`src/pdp_pkg.sv`:
```
package pdp_pkg;

  localparam int unsigned PDP_WIDTH = 8;
  localparam int unsigned PDP_ADDR_WIDTH = 12;

  // register indices; byte address is four times the index
  localparam logic [7:0] PDP_IDX_SECOND_PORT_DATA = 8'h08;
  localparam logic [7:0] PDP_IDX_FIRST_PORT_DIRECTION = 8'h87;
  localparam logic [7:0] PDP_IDX_SECOND_PORT_DIRECTION = 8'h88;
  localparam logic [7:0] PDP_IDX_COMPARATOR_CONTROL = 8'h90;
  localparam logic [7:0] PDP_IDX_MISC_CONTROL = 8'h91;
  localparam logic [7:0] PDP_IDX_SECOND_PORT_BIT_OP = 8'h92;

  // field positions
  localparam int unsigned PDP_CMP_A_OE_BIT = 1;
  localparam int unsigned PDP_CMP_B_OE_BIT = 5;
  localparam int unsigned PDP_ALT_SEL_BIT = 0;
  localparam int unsigned PDP_ANALOG_LSB = 4;
  localparam int unsigned PDP_BITOP_SET_BIT = 3;

  // reset values
  localparam logic [7:0] PDP_DIR_RESET = 8'hff;
  localparam logic [7:0] PDP_DATA_RESET = 8'h00;
  localparam logic [7:0] PDP_CTRL_RESET = 8'h00;

  typedef struct packed {
    logic [7:0] own;
    logic [7:0] value;
    logic [7:0] drive;
  } pdp_override_type;

  function automatic logic pdp_reg_hit(input logic [11:0] addr, input logic [7:0] idx);
    pdp_reg_hit = (addr[11:10] == 2'h0) && (addr[1:0] == 2'h0) && (addr[9:2] == idx);
  endfunction

endpackage

```
`src/pdp_pin_mux.sv`:
```
`timescale 1ns/1ps
module pdp_pin_mux (
  input wire logic i_clk_sys,
  input wire logic i_rst,
  input wire logic [7:0] i_latch,
  input wire logic [7:0] i_direction,
  input wire pdp_pkg::pdp_override_type i_override,
  output logic [7:0] o_out,
  output logic [7:0] o_oe
);

  wire logic [7:0] next_out;
  wire logic [7:0] next_oe;

  // owner bits bypass both latch and direction
  assign next_out = (i_override.own & i_override.value) | (~i_override.own & i_latch);
  assign next_oe = (i_override.own & i_override.drive) | (~i_override.own & ~i_direction);

  always_ff @(posedge i_clk_sys or posedge i_rst) begin
    if (i_rst) begin
      o_out <= 8'h00;
      o_oe <= 8'h00;
    end else begin
      o_out <= next_out;
      o_oe <= next_oe;
    end
  end

endmodule

```
`src/pdp_port_ctrl.sv`:
```
// Our own choice: the APB interface to the registers.
`timescale 1ns/1ps
module pdp_port_ctrl (
  input wire logic i_clk_sys,
  input wire logic i_rst,
  input wire logic i_psel,
  input wire logic i_penable,
  input wire logic i_pwrite,
  input wire logic [11:0] i_paddr,
  input wire logic [31:0] i_pwdata,
  input wire logic [3:0] i_pstrb,
  output logic [31:0] o_prdata,
  output logic o_pready,
  output logic o_pslverr,
  input wire logic [7:0] i_first_port_pin,
  input wire logic [7:0] i_first_port_latch,
  output logic [7:0] o_first_port_out,
  output logic [7:0] o_first_port_oe,
  input wire logic [7:0] i_second_port_pin,
  output logic [7:0] o_second_port_out,
  output logic [7:0] o_second_port_oe,
  output logic [1:0] o_second_port_pullup_off,
  input wire logic i_serial_enable,
  input wire logic i_serial_data_drive_low,
  input wire logic i_serial_clock_drive_low,
  output logic o_serial_data_in,
  output logic o_serial_clock_in,
  input wire logic i_reference_a_output,
  input wire logic i_comparator_a_pin,
  input wire logic i_reference_b_output,
  input wire logic i_comparator_b_pin
);

  logic [7:0] second_port_data;
  logic [7:0] first_port_direction;
  logic [7:0] second_port_direction;
  logic [7:0] comparator_control;
  logic [7:0] misc_control;

  // bus decode
  wire logic access;
  wire logic first_cycle;
  wire logic wr_fire;
  wire logic hit_data;
  wire logic hit_dir_c;
  wire logic hit_dir_d;
  wire logic hit_cmp;
  wire logic hit_misc;
  wire logic hit_bitop;
  wire logic mapped;
  wire logic lane0;

  assign access = i_psel & i_penable;
  assign first_cycle = access & ~o_pready;
  // write lands on the edge where pready is sampled high
  assign wr_fire = access & o_pready & i_pwrite;
  assign lane0 = i_pstrb[0];
  assign hit_data = pdp_pkg::pdp_reg_hit(i_paddr, pdp_pkg::PDP_IDX_SECOND_PORT_DATA);
  assign hit_dir_c = pdp_pkg::pdp_reg_hit(i_paddr, pdp_pkg::PDP_IDX_FIRST_PORT_DIRECTION);
  assign hit_dir_d = pdp_pkg::pdp_reg_hit(i_paddr, pdp_pkg::PDP_IDX_SECOND_PORT_DIRECTION);
  assign hit_cmp = pdp_pkg::pdp_reg_hit(i_paddr, pdp_pkg::PDP_IDX_COMPARATOR_CONTROL);
  assign hit_misc = pdp_pkg::pdp_reg_hit(i_paddr, pdp_pkg::PDP_IDX_MISC_CONTROL);
  assign hit_bitop = pdp_pkg::pdp_reg_hit(i_paddr, pdp_pkg::PDP_IDX_SECOND_PORT_BIT_OP);
  assign mapped = hit_data | hit_dir_c | hit_dir_d | hit_cmp | hit_misc | hit_bitop;

  // control decode
  wire logic comparator_a_output_enable;
  wire logic comparator_b_output_enable;
  wire logic alt_select;
  wire logic [3:0] analog_select;
  wire logic sel_c_serial;
  wire logic sel_d_serial;

  assign comparator_a_output_enable = comparator_control[pdp_pkg::PDP_CMP_A_OE_BIT];
  assign comparator_b_output_enable = comparator_control[pdp_pkg::PDP_CMP_B_OE_BIT];
  assign alt_select = misc_control[pdp_pkg::PDP_ALT_SEL_BIT];
  assign analog_select = misc_control[pdp_pkg::PDP_ANALOG_LSB +: 4];
  assign sel_c_serial = i_serial_enable & ~alt_select;
  assign sel_d_serial = i_serial_enable & alt_select;

  // pin read path: analog pins read zero
  wire logic [7:0] second_port_read;
  assign second_port_read = i_second_port_pin & ~{analog_select, 4'h0};

  // read-modify-write: whole byte from pins, one bit changed
  wire logic [2:0] bitop_index;
  wire logic bitop_set;
  wire logic [7:0] bitop_mask;
  wire logic [7:0] bitop_result;

  assign bitop_index = i_pwdata[2:0];
  assign bitop_set = i_pwdata[pdp_pkg::PDP_BITOP_SET_BIT];
  assign bitop_mask = 8'h01 << bitop_index;
  // input pins' latch bits take the sampled pin value
  assign bitop_result = bitop_set ? (second_port_read | bitop_mask) :
                                    (second_port_read & ~bitop_mask);

  // register writes
  wire logic we_data;
  wire logic [7:0] data_d;
  wire logic we_dir_c;
  wire logic we_dir_d;
  wire logic we_cmp;
  wire logic we_misc;

  assign we_data = wr_fire & lane0 & (hit_data | hit_bitop);
  // plain write touches only the latch, never the pins
  assign data_d = hit_bitop ? bitop_result : i_pwdata[7:0];
  assign we_dir_c = wr_fire & lane0 & hit_dir_c;
  assign we_dir_d = wr_fire & lane0 & hit_dir_d;
  assign we_cmp = wr_fire & lane0 & hit_cmp;
  assign we_misc = wr_fire & lane0 & hit_misc;

  // latch value is undefined to software; a fixed reset keeps simulation clean
  pdp_reg8 #(.RESET_VALUE(pdp_pkg::PDP_DATA_RESET)) u_second_port_data (
    .i_clk_sys(i_clk_sys),
    .i_rst(i_rst),
    .i_we(we_data),
    .i_d(data_d),
    .o_q(second_port_data)
  );

  pdp_reg8 #(.RESET_VALUE(pdp_pkg::PDP_DIR_RESET)) u_first_port_direction (
    .i_clk_sys(i_clk_sys),
    .i_rst(i_rst),
    .i_we(we_dir_c),
    .i_d(i_pwdata[7:0]),
    .o_q(first_port_direction)
  );

  pdp_reg8 #(.RESET_VALUE(pdp_pkg::PDP_DIR_RESET)) u_second_port_direction (
    .i_clk_sys(i_clk_sys),
    .i_rst(i_rst),
    .i_we(we_dir_d),
    .i_d(i_pwdata[7:0]),
    .o_q(second_port_direction)
  );

  pdp_reg8 #(.RESET_VALUE(pdp_pkg::PDP_CTRL_RESET)) u_comparator_control (
    .i_clk_sys(i_clk_sys),
    .i_rst(i_rst),
    .i_we(we_cmp),
    .i_d(i_pwdata[7:0]),
    .o_q(comparator_control)
  );

  pdp_reg8 #(.RESET_VALUE(pdp_pkg::PDP_CTRL_RESET)) u_misc_control (
    .i_clk_sys(i_clk_sys),
    .i_rst(i_rst),
    .i_we(we_misc),
    .i_d(i_pwdata[7:0]),
    .o_q(misc_control)
  );

  // read mux, sampled in the first access cycle
  wire logic [7:0] read_byte;
  assign read_byte = hit_data ? second_port_read :
                     hit_dir_c ? first_port_direction :
                     hit_dir_d ? second_port_direction :
                     hit_cmp ? comparator_control :
                     hit_misc ? misc_control : 8'h00;

  wire logic next_pready;
  wire logic [31:0] next_prdata;
  wire logic next_pslverr;
  assign next_pready = first_cycle;
  assign next_prdata = (first_cycle & ~i_pwrite) ? {24'h000000, read_byte} : 32'h00000000;
  assign next_pslverr = first_cycle & ~mapped;

  always_ff @(posedge i_clk_sys or posedge i_rst) begin
    if (i_rst) begin
      o_pready <= 1'b0;
      o_prdata <= 32'h00000000;
      o_pslverr <= 1'b0;
    end else begin
      o_pready <= next_pready;
      o_prdata <= next_prdata;
      o_pslverr <= next_pslverr;
    end
  end

  // peripheral ownership; serial lines are open drain, driven only low
  // nets, so each field may take its own assign
  wire pdp_pkg::pdp_override_type first_override;
  wire pdp_pkg::pdp_override_type second_override;

  assign first_override.own = {sel_c_serial, sel_c_serial, 4'h0, comparator_a_output_enable, comparator_a_output_enable};
  assign first_override.value = {6'h00, i_comparator_a_pin, i_reference_a_output};
  assign first_override.drive = {sel_c_serial & i_serial_data_drive_low,
                                 sel_c_serial & i_serial_clock_drive_low,
                                 4'h0, comparator_a_output_enable, comparator_a_output_enable};
  assign second_override.own = {4'h0, comparator_b_output_enable, comparator_b_output_enable, sel_d_serial, sel_d_serial};
  assign second_override.value = {4'h0, i_reference_b_output, i_comparator_b_pin, 2'h0};
  assign second_override.drive = {4'h0, comparator_b_output_enable, comparator_b_output_enable,
                                  sel_d_serial & i_serial_data_drive_low,
                                  sel_d_serial & i_serial_clock_drive_low};

  // first port latch lives outside this block
  pdp_pin_mux u_first_pins (
    .i_clk_sys(i_clk_sys),
    .i_rst(i_rst),
    .i_latch(i_first_port_latch),
    .i_direction(first_port_direction),
    .i_override(first_override),
    .o_out(o_first_port_out),
    .o_oe(o_first_port_oe)
  );

  pdp_pin_mux u_second_pins (
    .i_clk_sys(i_clk_sys),
    .i_rst(i_rst),
    .i_latch(second_port_data),
    .i_direction(second_port_direction),
    .i_override(second_override),
    .o_out(o_second_port_out),
    .o_oe(o_second_port_oe)
  );

  // serial inputs idle high like a released bus
  wire logic next_serial_data_in;
  wire logic next_serial_clock_in;
  assign next_serial_data_in = sel_d_serial ? i_second_port_pin[1] :
                               sel_c_serial ? i_first_port_pin[7] : 1'b1;
  assign next_serial_clock_in = sel_d_serial ? i_second_port_pin[0] :
                                sel_c_serial ? i_first_port_pin[6] : 1'b1;

  always_ff @(posedge i_clk_sys or posedge i_rst) begin
    if (i_rst) begin
      o_serial_data_in <= 1'b1;
      o_serial_clock_in <= 1'b1;
      o_second_port_pullup_off <= 2'h0;
    end else begin
      o_serial_data_in <= next_serial_data_in;
      o_serial_clock_in <= next_serial_clock_in;
      o_second_port_pullup_off <= {2{sel_d_serial}};
    end
  end
endmodule

```
`src/pdp_reg8.sv`:
```
`timescale 1ns/1ps
module pdp_reg8 #(
  parameter logic [7:0] RESET_VALUE = 8'h00
) (
  input wire logic i_clk_sys,
  input wire logic i_rst,
  input wire logic i_we,
  input wire logic [7:0] i_d,
  output logic [7:0] o_q
);

  always_ff @(posedge i_clk_sys or posedge i_rst) begin
    if (i_rst) begin
      o_q <= RESET_VALUE;
    end else if (i_we) begin
      o_q <= i_d;
    end
  end

endmodule

```
`config.mk`:
```
export PLATFORM = sky130hd
export DESIGN_NAME = pdp_port_ctrl
export DESIGN_NICKNAME = d
export VERILOG_FILES = /design/src/pdp_pkg.sv /design/src/pdp_pin_mux.sv /design/src/pdp_port_ctrl.sv /design/src/pdp_reg8.sv
export SDC_FILE = /design/constraint.sdc
export NUM_CORES = 1
export LEC_CHECK = 0
export CELL_PAD_IN_SITES_DETAIL_PLACEMENT = 0
export CELL_PAD_IN_SITES_GLOBAL_PLACEMENT = 1
export CORE_MARGIN = 1.5
export CORE_UTILIZATION = 43
export DETAILED_ROUTE_END_ITERATION = 10
export DONT_BUFFER_PORTS = 1
export GPL_TIMING_DRIVEN = 0
export PLACE_DENSITY = 0.75
export SLEW_MARGIN = 20
export SYNTH_ARGS = -nofsm -noshare
export SYNTH_HDL_FRONTEND = slang
export SYNTH_SLANG_ARGS = --single-unit
```
`constraint.sdc`:
```
create_clock -name i_clk_sys -period 2.8 [get_ports i_clk_sys]
set_clock_uncertainty 0.2 [all_clocks]
set_input_delay 0.56 -clock i_clk_sys [delete_from_list [all_inputs] [get_ports i_clk_sys]]
set_output_delay 0.56 -clock i_clk_sys [all_outputs]
set_load 0.01 [all_outputs]
```
== After elaboration in Yosys (flattened, before gate mapping) ==
Index checks and enable logic that the tools add are counted.

* Equal/unequal tests: 6
* Shift operators: 1
* Mux-type cells: 12
* Bitwise operators: 49
* Reductions and logical operators: 9

{| class="wikitable"
|+ Operator list
! cell !! count
|-
| 8-bit 2-to-1 mux || 8
|-
| 8-bit AND || 7
|-
| 8-bit == test, second input constant || 5
|-
| 8-bit inverter || 5
|-
| 8-bit OR || 5
|-
| 1-bit AND || 18
|-
| 4-bit AND || 2
|-
| 8-bit by 2-bit AND with 8-bit output || 1
|-
| 8-bit by 4-bit == test with 1-bit output, second input constant || 1
|-
| 4-bit inverter with 8-bit output || 1
|-
| 1-bit by 3-bit << shifter with 8-bit output, first input constant || 1
|-
| 1-bit logical AND || 7
|-
| 1-bit OR || 6
|-
| 2-bit zero test || 2
|-
| 1-bit 2-to-1 mux || 4
|-
| 1-bit inverter || 4
|}

* Register bits: 85
* Input bits: 84
* Output and inout bits: 70
* Word-level logic and storage cells: 92

== Depth between registers and ports, before layout ==
Gate-level depths: netlist of the first run.

* Depth in word-level cells: 10
* Gate-level depth with buffers: 6
* Depth with buffers taken out: 4

== Modules after synthesis ==
A second synthesis of the first run with hierarchy kept.

* Cell total of the unflattened synthesis: 366
* Area total of the unflattened synthesis: 4347.9 um^2

{| class="wikitable"
|+ By module, submodules not included
! module !! times used !! cells each !! area each (um^2) !! sequential area each (um^2)
|-
| pdp_port_ctrl || 1 || 194 || 1462.7 || 327.8
|-
| pdp_pin_mux || 2 || 41 || 594.3 || 400.4
|-
| pdp_reg8 at u_comparator_control ... || 3 || 18 || 335.3 || 200.2
|-
| pdp_reg8 at u_first_port_direction ... || 2 || 18 || 345.3 || 210.2
|}

== Worst setup path before layout of the first run ==
No wires, ideal clock.

* Path kind: input to register
* From: input port i_paddr[7]
* To: register u_second_port_direction.o_q[4]
* Library setup time: 0.082 ns
* Data arrival time: 2.465 ns
* Data required time: 2.518 ns
* Slack: 0.053 ns
* Cell stages on the path: 5
* Buffers on the path: 1
* Path through: or4_4 -> or4_4 -> buf_6 -> nor3_4 -> mux2_2

* Word-level cells in the longest chain between the ends: 3

{| class="wikitable"
|+ RTL lines
! element !! RTL line !! source
|-
| from (decl) || pdp_port_ctrl.sv:9 || <nowiki>input wire logic [11:0] i_paddr,</nowiki>
|-
| 8-bit == test || pdp_pkg.sv:33 || <nowiki>pdp_reg_hit = (addr[11:10] == 2'h0) && (addr[1:0] == 2'h0) && (addr[9:2] == idx);</nowiki>
|-
| 1-bit logical AND || pdp_pkg.sv:33 ||
|-
| 1-bit AND || pdp_port_ctrl.sv:110 || <nowiki>assign we_dir_d = wr_fire & lane0 & hit_dir_d;</nowiki>
|-
| to (signal assigned) || pdp_reg8.sv:16 || <nowiki>o_q <= i_d;</nowiki>
|-
| to (decl) || pdp_reg8.sv:9 || <nowiki>output logic [7:0] o_q</nowiki>
|}

No other way between the ends.
A chain may end at the register's enable or synchronous reset.

== Worst setup path after layout of the first run ==
* From: input port i_paddr[7]
* To: register u_second_port_data.o_q[6]

* Word-level cells in the longest chain between the ends: 4
* Elaborated cells between the ends (all ways): 7
* Those cells by class: 2 x eq/ne; 1 x mux; 2 x bitwise; 2 x reduce/logical

{| class="wikitable"
|+ RTL lines
! element !! RTL line !! source
|-
| 8-bit by 4-bit == test with 1-bit output or 8-bit == test (tied branches) || pdp_pkg.sv:33 ||
|-
| 1-bit logical AND || pdp_pkg.sv:33 ||
|-
| 1-bit OR || pdp_port_ctrl.sv:106 || <nowiki>assign we_data = wr_fire & lane0 & (hit_data | hit_bitop);</nowiki>
|-
| 1-bit AND || pdp_port_ctrl.sv:106 ||
|-
| to (signal assigned) || pdp_reg8.sv:16 ||
|-
| to (decl) || pdp_reg8.sv:9 ||
|}

Parallel ways exist; a longest one is shown, timed or not.

==> impl_results.md, run 1 <==
* Fin cells at 473
* Dpl cell area at 0.00414 mm²
* Status: finished clean
* Worst EP arrival at 2750 ps
* Util after Layout at 0.500
* CP required at ~2800 ps
* Hpwl dp at just over 6 mm
* CTS clk-pin slew, worst paths at 90 ps
* Ant diodes at 0
* Clk_lat worst skew at 360 ps
* Largest net degree at the start of global routing at 35
* Die ar. at 0.00959 mm²
* FMAX at between 300 and 400 MHz
* Slowest CP cell: nor4_1
* Pwr Density at 498 mW/mm²
* DRC at 0
* H-tree Lvls at 3
* Quantity of I/O buffers inserted on ports at 0
* Clock tree buffer depth at 2
* Multi-input logic area at 0.00151 mm²
* Root Driver: clkbuf_8
* Post-synthesis area per instance at between 10 and 15 µm²
* Post-CTS setup buffer count at 0
* Placed cell count at about 450
* Final setup violation count at 0
* TritonCTS clock tree: done
* Fillers at 783
* Type of the worst min-delay path: in -> reg
* Fin crit share at 0.971
* Critical path peak fanout at 10
* Post-synth EDFFs at 0
* Met3 routed WL at ~670 µm
* Layout Area Growth over Synthesis at 12.6%
* Post-route cell area at 0.00436 mm²
* CTS Sinks at 85
* Max rail drop VDD at about 0.00026 V
* Max-slew violations at 0
* Largest stage delay, worst path at around 630 ps
* Initial core utilization at 0.444
* Vias in the first global route at 2373
* Tmin final at 2720 ps
* Crit path max-delay family: simple AND/OR/NAND/NOR gates
* Pre-Repair DR Iteration Count at 4
* Register area share after synthesis at 0.555
* Pre-CTS setup slack at -268 ps
* Worst Tran Pin Value at 1090 ps
* Final worst setup slack at 80.1 ps
* Core Region at 0.00872 mm²
* Register area at approximately 0.0021 mm²
* Cell row count at 34
* Leakage at 1.90 nW
* Post-Synthesis Cell Area at approximately 0.0039 mm²
* Crit path buf inv count at 1
* Die Span Y at around 98 µm
* Number of hold violations in the final report at 0
* Max_slew headroom at 0.267
* Prevailing post-synth register cell: dfrtp_1
* Crit path cell chain: or4_4 > nor4_1 > clkbuf_1 > mux2i_1 > o21ai_0
* Synthesized instance count at about 320
* Gpl congestion at ~0.8
* Yosys warns at 0
* Startpoint types: primary input
* Async SR Flop Fraction at 1.00
* Antenna Violating Nets Remaining at 0
* Final #Nets at approximately 440
* Kind of end point of the critical path: register
* Distinct cell type count of the synthesized netlist at 46
* Chip Width at 97.9 µm
* WL final at roughly 8.5 mm
* All-layer global routing usage at 0.179
* Share of cells above drive strength 1 at 0.318
* CP Class: in -> reg
* WL per Instance at about 18 µm
* Met1 WL at 3.51 mm
* RSZ-0062 raised after global routing: no
* Avg Vias per Cell at 5.28
* CTS Buf Count at 9
* First-pass GRT wire length at ~13 mm
* Overflow after GRT at 0
* Boundary Pins at 154
* Antenna violations before repair at 0
* Max layer used: met4
* Maximum Capacitance Violations at 0
* Synthesized flop and latch total at 85
* Via count at between 2000 and 2500
* Met2 wire len at 4.19 mm
* Drt initial violations at 100
report_power, final:
group / total [mW] / internal, mW / switching, mW
logic: 0.146 / 0.0624 / 0.0838
clock network: 0.778 / 0.328 / 0.450
registers: 1.25 / 1.24 / 0.00956
worst reg2reg max path: stages (launching register included):
cell and delay [ps]:
dfrtp_1 410, nand4_1 110, or4_4 480, buf_6 180, nor3_4 500, mux2_2 400
flip-flops by register name, summed over array words and instances (netlist names):
signal / cells
u_second_pins.o_out: 8
u_second_port_direction.o_q: 8
o_pslverr: 1
o_prdata: 8
u_first_pins.o_oe: 8
o_pready: 1
u_misc_control.o_q: 8
o_serial_clock_in: 1
u_second_port_data.o_q: 8
u_first_pins.o_out: 8
u_first_port_direction.o_q: 8
o_serial_data_in: 1
u_comparator_control.o_q: 8
u_second_pins.o_oe: 8
o_second_port_pullup_off: 1
routing by layer:
| metal | vias up | GRT usage |
|---|---|---|
| met2 | 90 | 0.284 |
| met1 | 1231 | 0.232 |
| met4 | 0 | 0.0560 |
| li1 | 1168 | - |
| met3 | 7 | 0.0580 |
| met5 | - | 0 |
Yosys cell counts (all sizes together), types with 2 or more instances:
master,number,share of area
dfrtp,67,0.43
mux2,39,0.11
buf,28,0.054
o21ai,20,0.026
dfstp,18,0.12
inv,14,0.014
mux2i,14,0.036
nand2,13,0.013
clkbuf,10,0.0097
a32o,8,0.021
nand2b,8,0.013
o22ai,8,0.013
a21oi,7,0.0090
nor2,7,0.0068
nor2b,6,0.0097
nor3,6,0.016
nor3b,6,0.012
and2,4,0.0065
nor4,4,0.0081
or2,4,0.0065
nand3b,3,0.0058
or4,3,0.0078
a21o,2,0.0039
nand4b,2,0.0045
o31ai,2,0.0039
or3,2,0.0032
or4b,2,0.0052
final cells by class:
cell class,count,area share
Clock buffer,10,0.0293
Inverter,14,0.0129
Tap cell,108,0.0310
Timing Repair Buffer,7,0.0206
Multi-Input combinational cell,205,0.347
Sequential cell,85,0.493
Buffer,38,0.0562
Clock inverter,6,0.0106
cell families after synthesis:
logic type / Yosys count / share of synthesized area
DFF: 85 / 0.555
AOI/OAI and AO/OA: 54 / 0.0911
and+or+nand+nor: 74 / 0.127
other: 1 / 0.000968
buffers and inverters: 52 / 0.0769
muxes: 53 / 0.150
path summary, 6_finish.rpt:
kind                                                       start                                    endpoint  slack [ps]  cells after the start
max                                                   i_paddr[7]       u_second_port_data.o_q[6]$_DFFE_PP0P_          80                      5
min                                              i_serial_enable                 o_serial_clock_in$_DFF_PP1_          40                      1
max reg2reg                                   o_pready$_DFF_PP0_  u_second_port_direction.o_q[5]$_DFFE_PP1P_         460                      5
min reg2reg                u_second_port_data.o_q[7]$_DFFE_PP0P_            u_second_pins.o_out[7]$_DFF_PP0_         190                      0
max in group asynchronous                                  i_rst  u_second_port_direction.o_q[4]$_DFFE_PP1P_        1070                      4
min in group asynchronous                                  i_rst             u_first_pins.o_out[3]$_DFF_PP0_         510                      2
metrics by stage:
stage | setup TNS [ps] | power [mW] | hold slack, ps
after floorplan | 0 | 1.38 | 148
after global placement | -6420 | 1.41 | 160
after detailed placement | -6410 | 1.41 | 169
after CTS | 0 | 2.20 | 12.4
after global routing | 0 | 2.27 | 25.2
final | 0 | 2.17 | 39.4
cell usage in the layout, fill, tap and decap left out, types with 8 or more instances in the layout:
cell / n
conb_1: 24
inv_1: 13
dfstp_2: 18
dfrtp_1: 67
clkbuf_1: 11
o21ai_0: 20
clkbuf_8: 9
buf_4: 25
nand2b_1: 8
mux2_2: 39
mux2i_1: 14
a32o_1: 8
o22ai_1: 8
nand2_1: 13
what timing repair did:
| item | CTS | global route |
|---|---|---|
| hold buffers | 1 | 4 |
| resized for setup | 0 | 0 |
| endpoints found under the hold margin | 22 | 4 |
Power figures use the tool's default switching activity.
==> run 2, diff against run 1 <==
--- a/config.mk
+++ b/config.mk
@@ -8,11 +8,11 @@
 export CELL_PAD_IN_SITES_DETAIL_PLACEMENT = 0
 export CELL_PAD_IN_SITES_GLOBAL_PLACEMENT = 1
 export CORE_MARGIN = 1.5
-export CORE_UTILIZATION = 43
+export CORE_UTILIZATION = 52
 export DETAILED_ROUTE_END_ITERATION = 10
 export DONT_BUFFER_PORTS = 1
 export GPL_TIMING_DRIVEN = 0
-export PLACE_DENSITY = 0.75
+export PLACE_DENSITY = 0.85
 export SLEW_MARGIN = 20
 export SYNTH_ARGS = -nofsm -noshare
 export SYNTH_HDL_FRONTEND = slang
==> constraint.sdc (replaced) <==
create_clock -name i_clk_sys -period 3.3 [get_ports i_clk_sys]
set_clock_uncertainty 0.2 [all_clocks]
set_input_delay 0.66 -clock i_clk_sys [delete_from_list [all_inputs] [get_ports i_clk_sys]]
set_output_delay 0.66 -clock i_clk_sys [all_outputs]
set_load 0.01 [all_outputs]
==> impl_results.md, run 2 (synthesized netlist as in run 1, its figures left out) <==
* Number of hold violations in the final report at 14 (was 0)
* FMAX at between 300 and 400 MHz
* Core Region at 0.00721 mm² (was 0.00872 mm²)
* CTS Sinks at 85 (unchanged)
* CTS clk-pin slew, worst paths at 100 ps (was 90 ps)
* Chip Width at 89.3 µm (was 97.9 µm)
* H-tree Lvls at 3 (unchanged)
* Status: finished with violations (was finished clean)
* Post-route cell area at 0.00434 mm² (was 0.00436 mm²)
* Cell row count at 31 (was 34)
* Total Power at 2.01 mW (was 2.17 mW)
* Register area at 0.00215 mm² (unchanged)
* Max-slew violations at 0 (unchanged)
* Antenna violations before repair at 0 (unchanged)
* Max_slew headroom at 0.247 (was 0.267)
* CP required at 3380 ps (was 2830 ps)
* Maximum Capacitance Violations at 0 (unchanged)
* Hold slack final at -19.3 ps (was 39.4 ps)
* Commonest non-fill, non-tap cell in the layout: dfrtp_1 (unchanged)
* Die ar. at 0.00798 mm² (was 0.00959 mm²)
* Fin crit share at 0.857
* Post-CTS setup buffer count at 0 (unchanged)
* Max rail drop VDD at 0.000170 V (was 0.000260 V)
* All-layer global routing usage at 0.215 (was 0.179)
* Quantity of I/O buffers inserted on ports at 0 (unchanged)
* RSZ-0062 raised after global routing: no (unchanged)
* R2R Setup Slk at 920 ps (was 460 ps)
* Leakage at 1.91 nW (was 1.90 nW)
* Antenna Violating Nets Remaining at 0 (unchanged)
* Vias in the first global route at 2327 (was 2373)
* Comb power frac at 0.058 (was 0.067)
* Startpoint types: primary input (unchanged)
* Internal at 1.54 mW (was 1.63 mW)
* TritonCTS clock tree: done (unchanged)
* Gpl congestion at 0.801 (was 0.803)
* WL per Instance at 17.9 µm (about the same)
* Die Span Y at 89.3 µm (was 97.9 µm)
* CP Class: in -> reg (unchanged)
* Worst EP arrival at 2910 ps (was 2750 ps)
* Layout Area Growth over Synthesis at 11.9% (was 12.6%)
* WL final at 8.19 mm (was 8.46 mm)
* CTS Buf Count at 9 (unchanged)
* Pre-Repair DR Iteration Count at 4 (unchanged)
* Switch share at 0.234 (was 0.250)
* Drt initial violations at 160 (was 100)
* DRC at 0 (unchanged)
* Ant diodes at 0 (unchanged)
* Multi-input logic area at 0.00151 mm² (unchanged)
* Via count at 2473 (was 2496)
* Avg Vias per Cell at 5.40 (was 5.28)
* Clock tree buffer depth at 2 (unchanged)
* Clock share of power at 0.414 (was 0.358)
* Sw Pwr at 0.470 mW (was 0.543 mW)
* Largest net degree at the start of global routing at 46 (was 35)
* Share of cells above drive strength 1 at 0.323 (was 0.318)
* Fillers at 576 (was 783)
* Boundary Pins at 154 (unchanged)
* Tmin final at 2830 ps
* Final #Nets at 438 (was 444)
* FF-to-FF path depth at 5 (unchanged)
* Most frequent cells in the layout: dfrtp_1, mux2_2, buf_4 (unchanged)
* First-pass GRT wire length at 12.4 mm (was 13.3 mm)
* Part of the power in registers at 0.528 (was 0.575)
* Critical path peak fanout at 8 (was 10)
* Worst r2r dst: u_second_port_direction.o_q[3]$_DFFE_PP1P_ (was u_second_port_direction.o_q[5]$_DFFE_PP1P_)
* Hpwl dp at 5.79 mm (was 6.04 mm)
* Final setup violation count at 0 (unchanged)
* Worst Tran Pin Value at 1120 ps (was 1090 ps)
* Overflow after GRT at 0 (unchanged)
* Clk_lat worst skew at 360 ps (about the same)
* Type of the worst min-delay path: in -> async (was in -> reg)
* Cts repair resizes at 0 (unchanged)
* Initial core utilization at 0.537 (was 0.444)
* Pwr Density at 463 mW/mm² (was 498 mW/mm²)
* Dpl cell area at 0.00411 mm² (was 0.00414 mm²)
* Reg2Reg Launch Point: o_pready$_DFF_PP0_ (unchanged)
* Root Driver: clkbuf_8 (unchanged)
* Failing checks: negative hold slack
* Kind of end point of the critical path: register (unchanged)
* Hold-fix buffer count after cts at 0 (was 1)
run 2: final cells by class:
cell class	count	share of cell area
inverters	14	0.0127
plain buffers	38	0.0566
clock inverters	7	0.0242
repair buffers	1	0.00462
well taps	99	0.0286
multi-input cells	205	0.349
clock buffers	9	0.0286
flip-flops and latches	85	0.496
run 2: worst max path at each step:
stage               start                    end
2_1_floorplan       i_rst  o_prdata[0]$_DFF_PP0_
3_3_place_gp        i_rst     o_pready$_DFF_PP0_
3_5_place_dp   i_paddr[2]  o_prdata[3]$_DFF_PP0_
4_1_cts        i_paddr[2]  o_prdata[3]$_DFF_PP0_
5_1_grt        i_paddr[2]  o_prdata[3]$_DFF_PP0_
6_report       i_paddr[2]  o_prdata[3]$_DFF_PP0_
run 2: routing by layer:
metal / track usage / vias to the layer above / part of all wire
li1: - / 1153 / -
met1: 0.279 / 1213 / 0.41
met2: 0.339 / 96 / 0.49
met3: 0.0665 / 11 / 0.087
met4: 0.0825 / 0 / 0.015
met5: 0 / - / 0
run 2: stage by stage:
stage	hold slack [ps]	setup TNS, ps	std cells	setup WS, ps	util
after global routing	17.1	0	458	448	0.601
final	-19.3	0	458	472	0.601
after global placement	158	-31380	441	-472	0.566
after floorplan	148	0	342	276	-
after CTS	2.10	0	458	523	0.601
after detailed placement	159	0	442	157	0.569
run 2: worst max-delay path, stage by stage:
cell and delay (ps):
clkbuf_1 160, or4b_2 680, or3_1 370, nor4_2 780, a32o_1 270
run 2: power by group through the flow:
stage | clock network, mW | logic, mW | registers (mW)
CTS | 0.841 | 0.116 | 1.06
finish | 0.832 | 0.116 | 1.06
detailed placement | 0 | 0.115 | 1.08
floorplan | 0 | 0.0954 | 1.08
global placement | 0 | 0.111 | 1.08
global route | 0.897 | 0.130 | 1.06
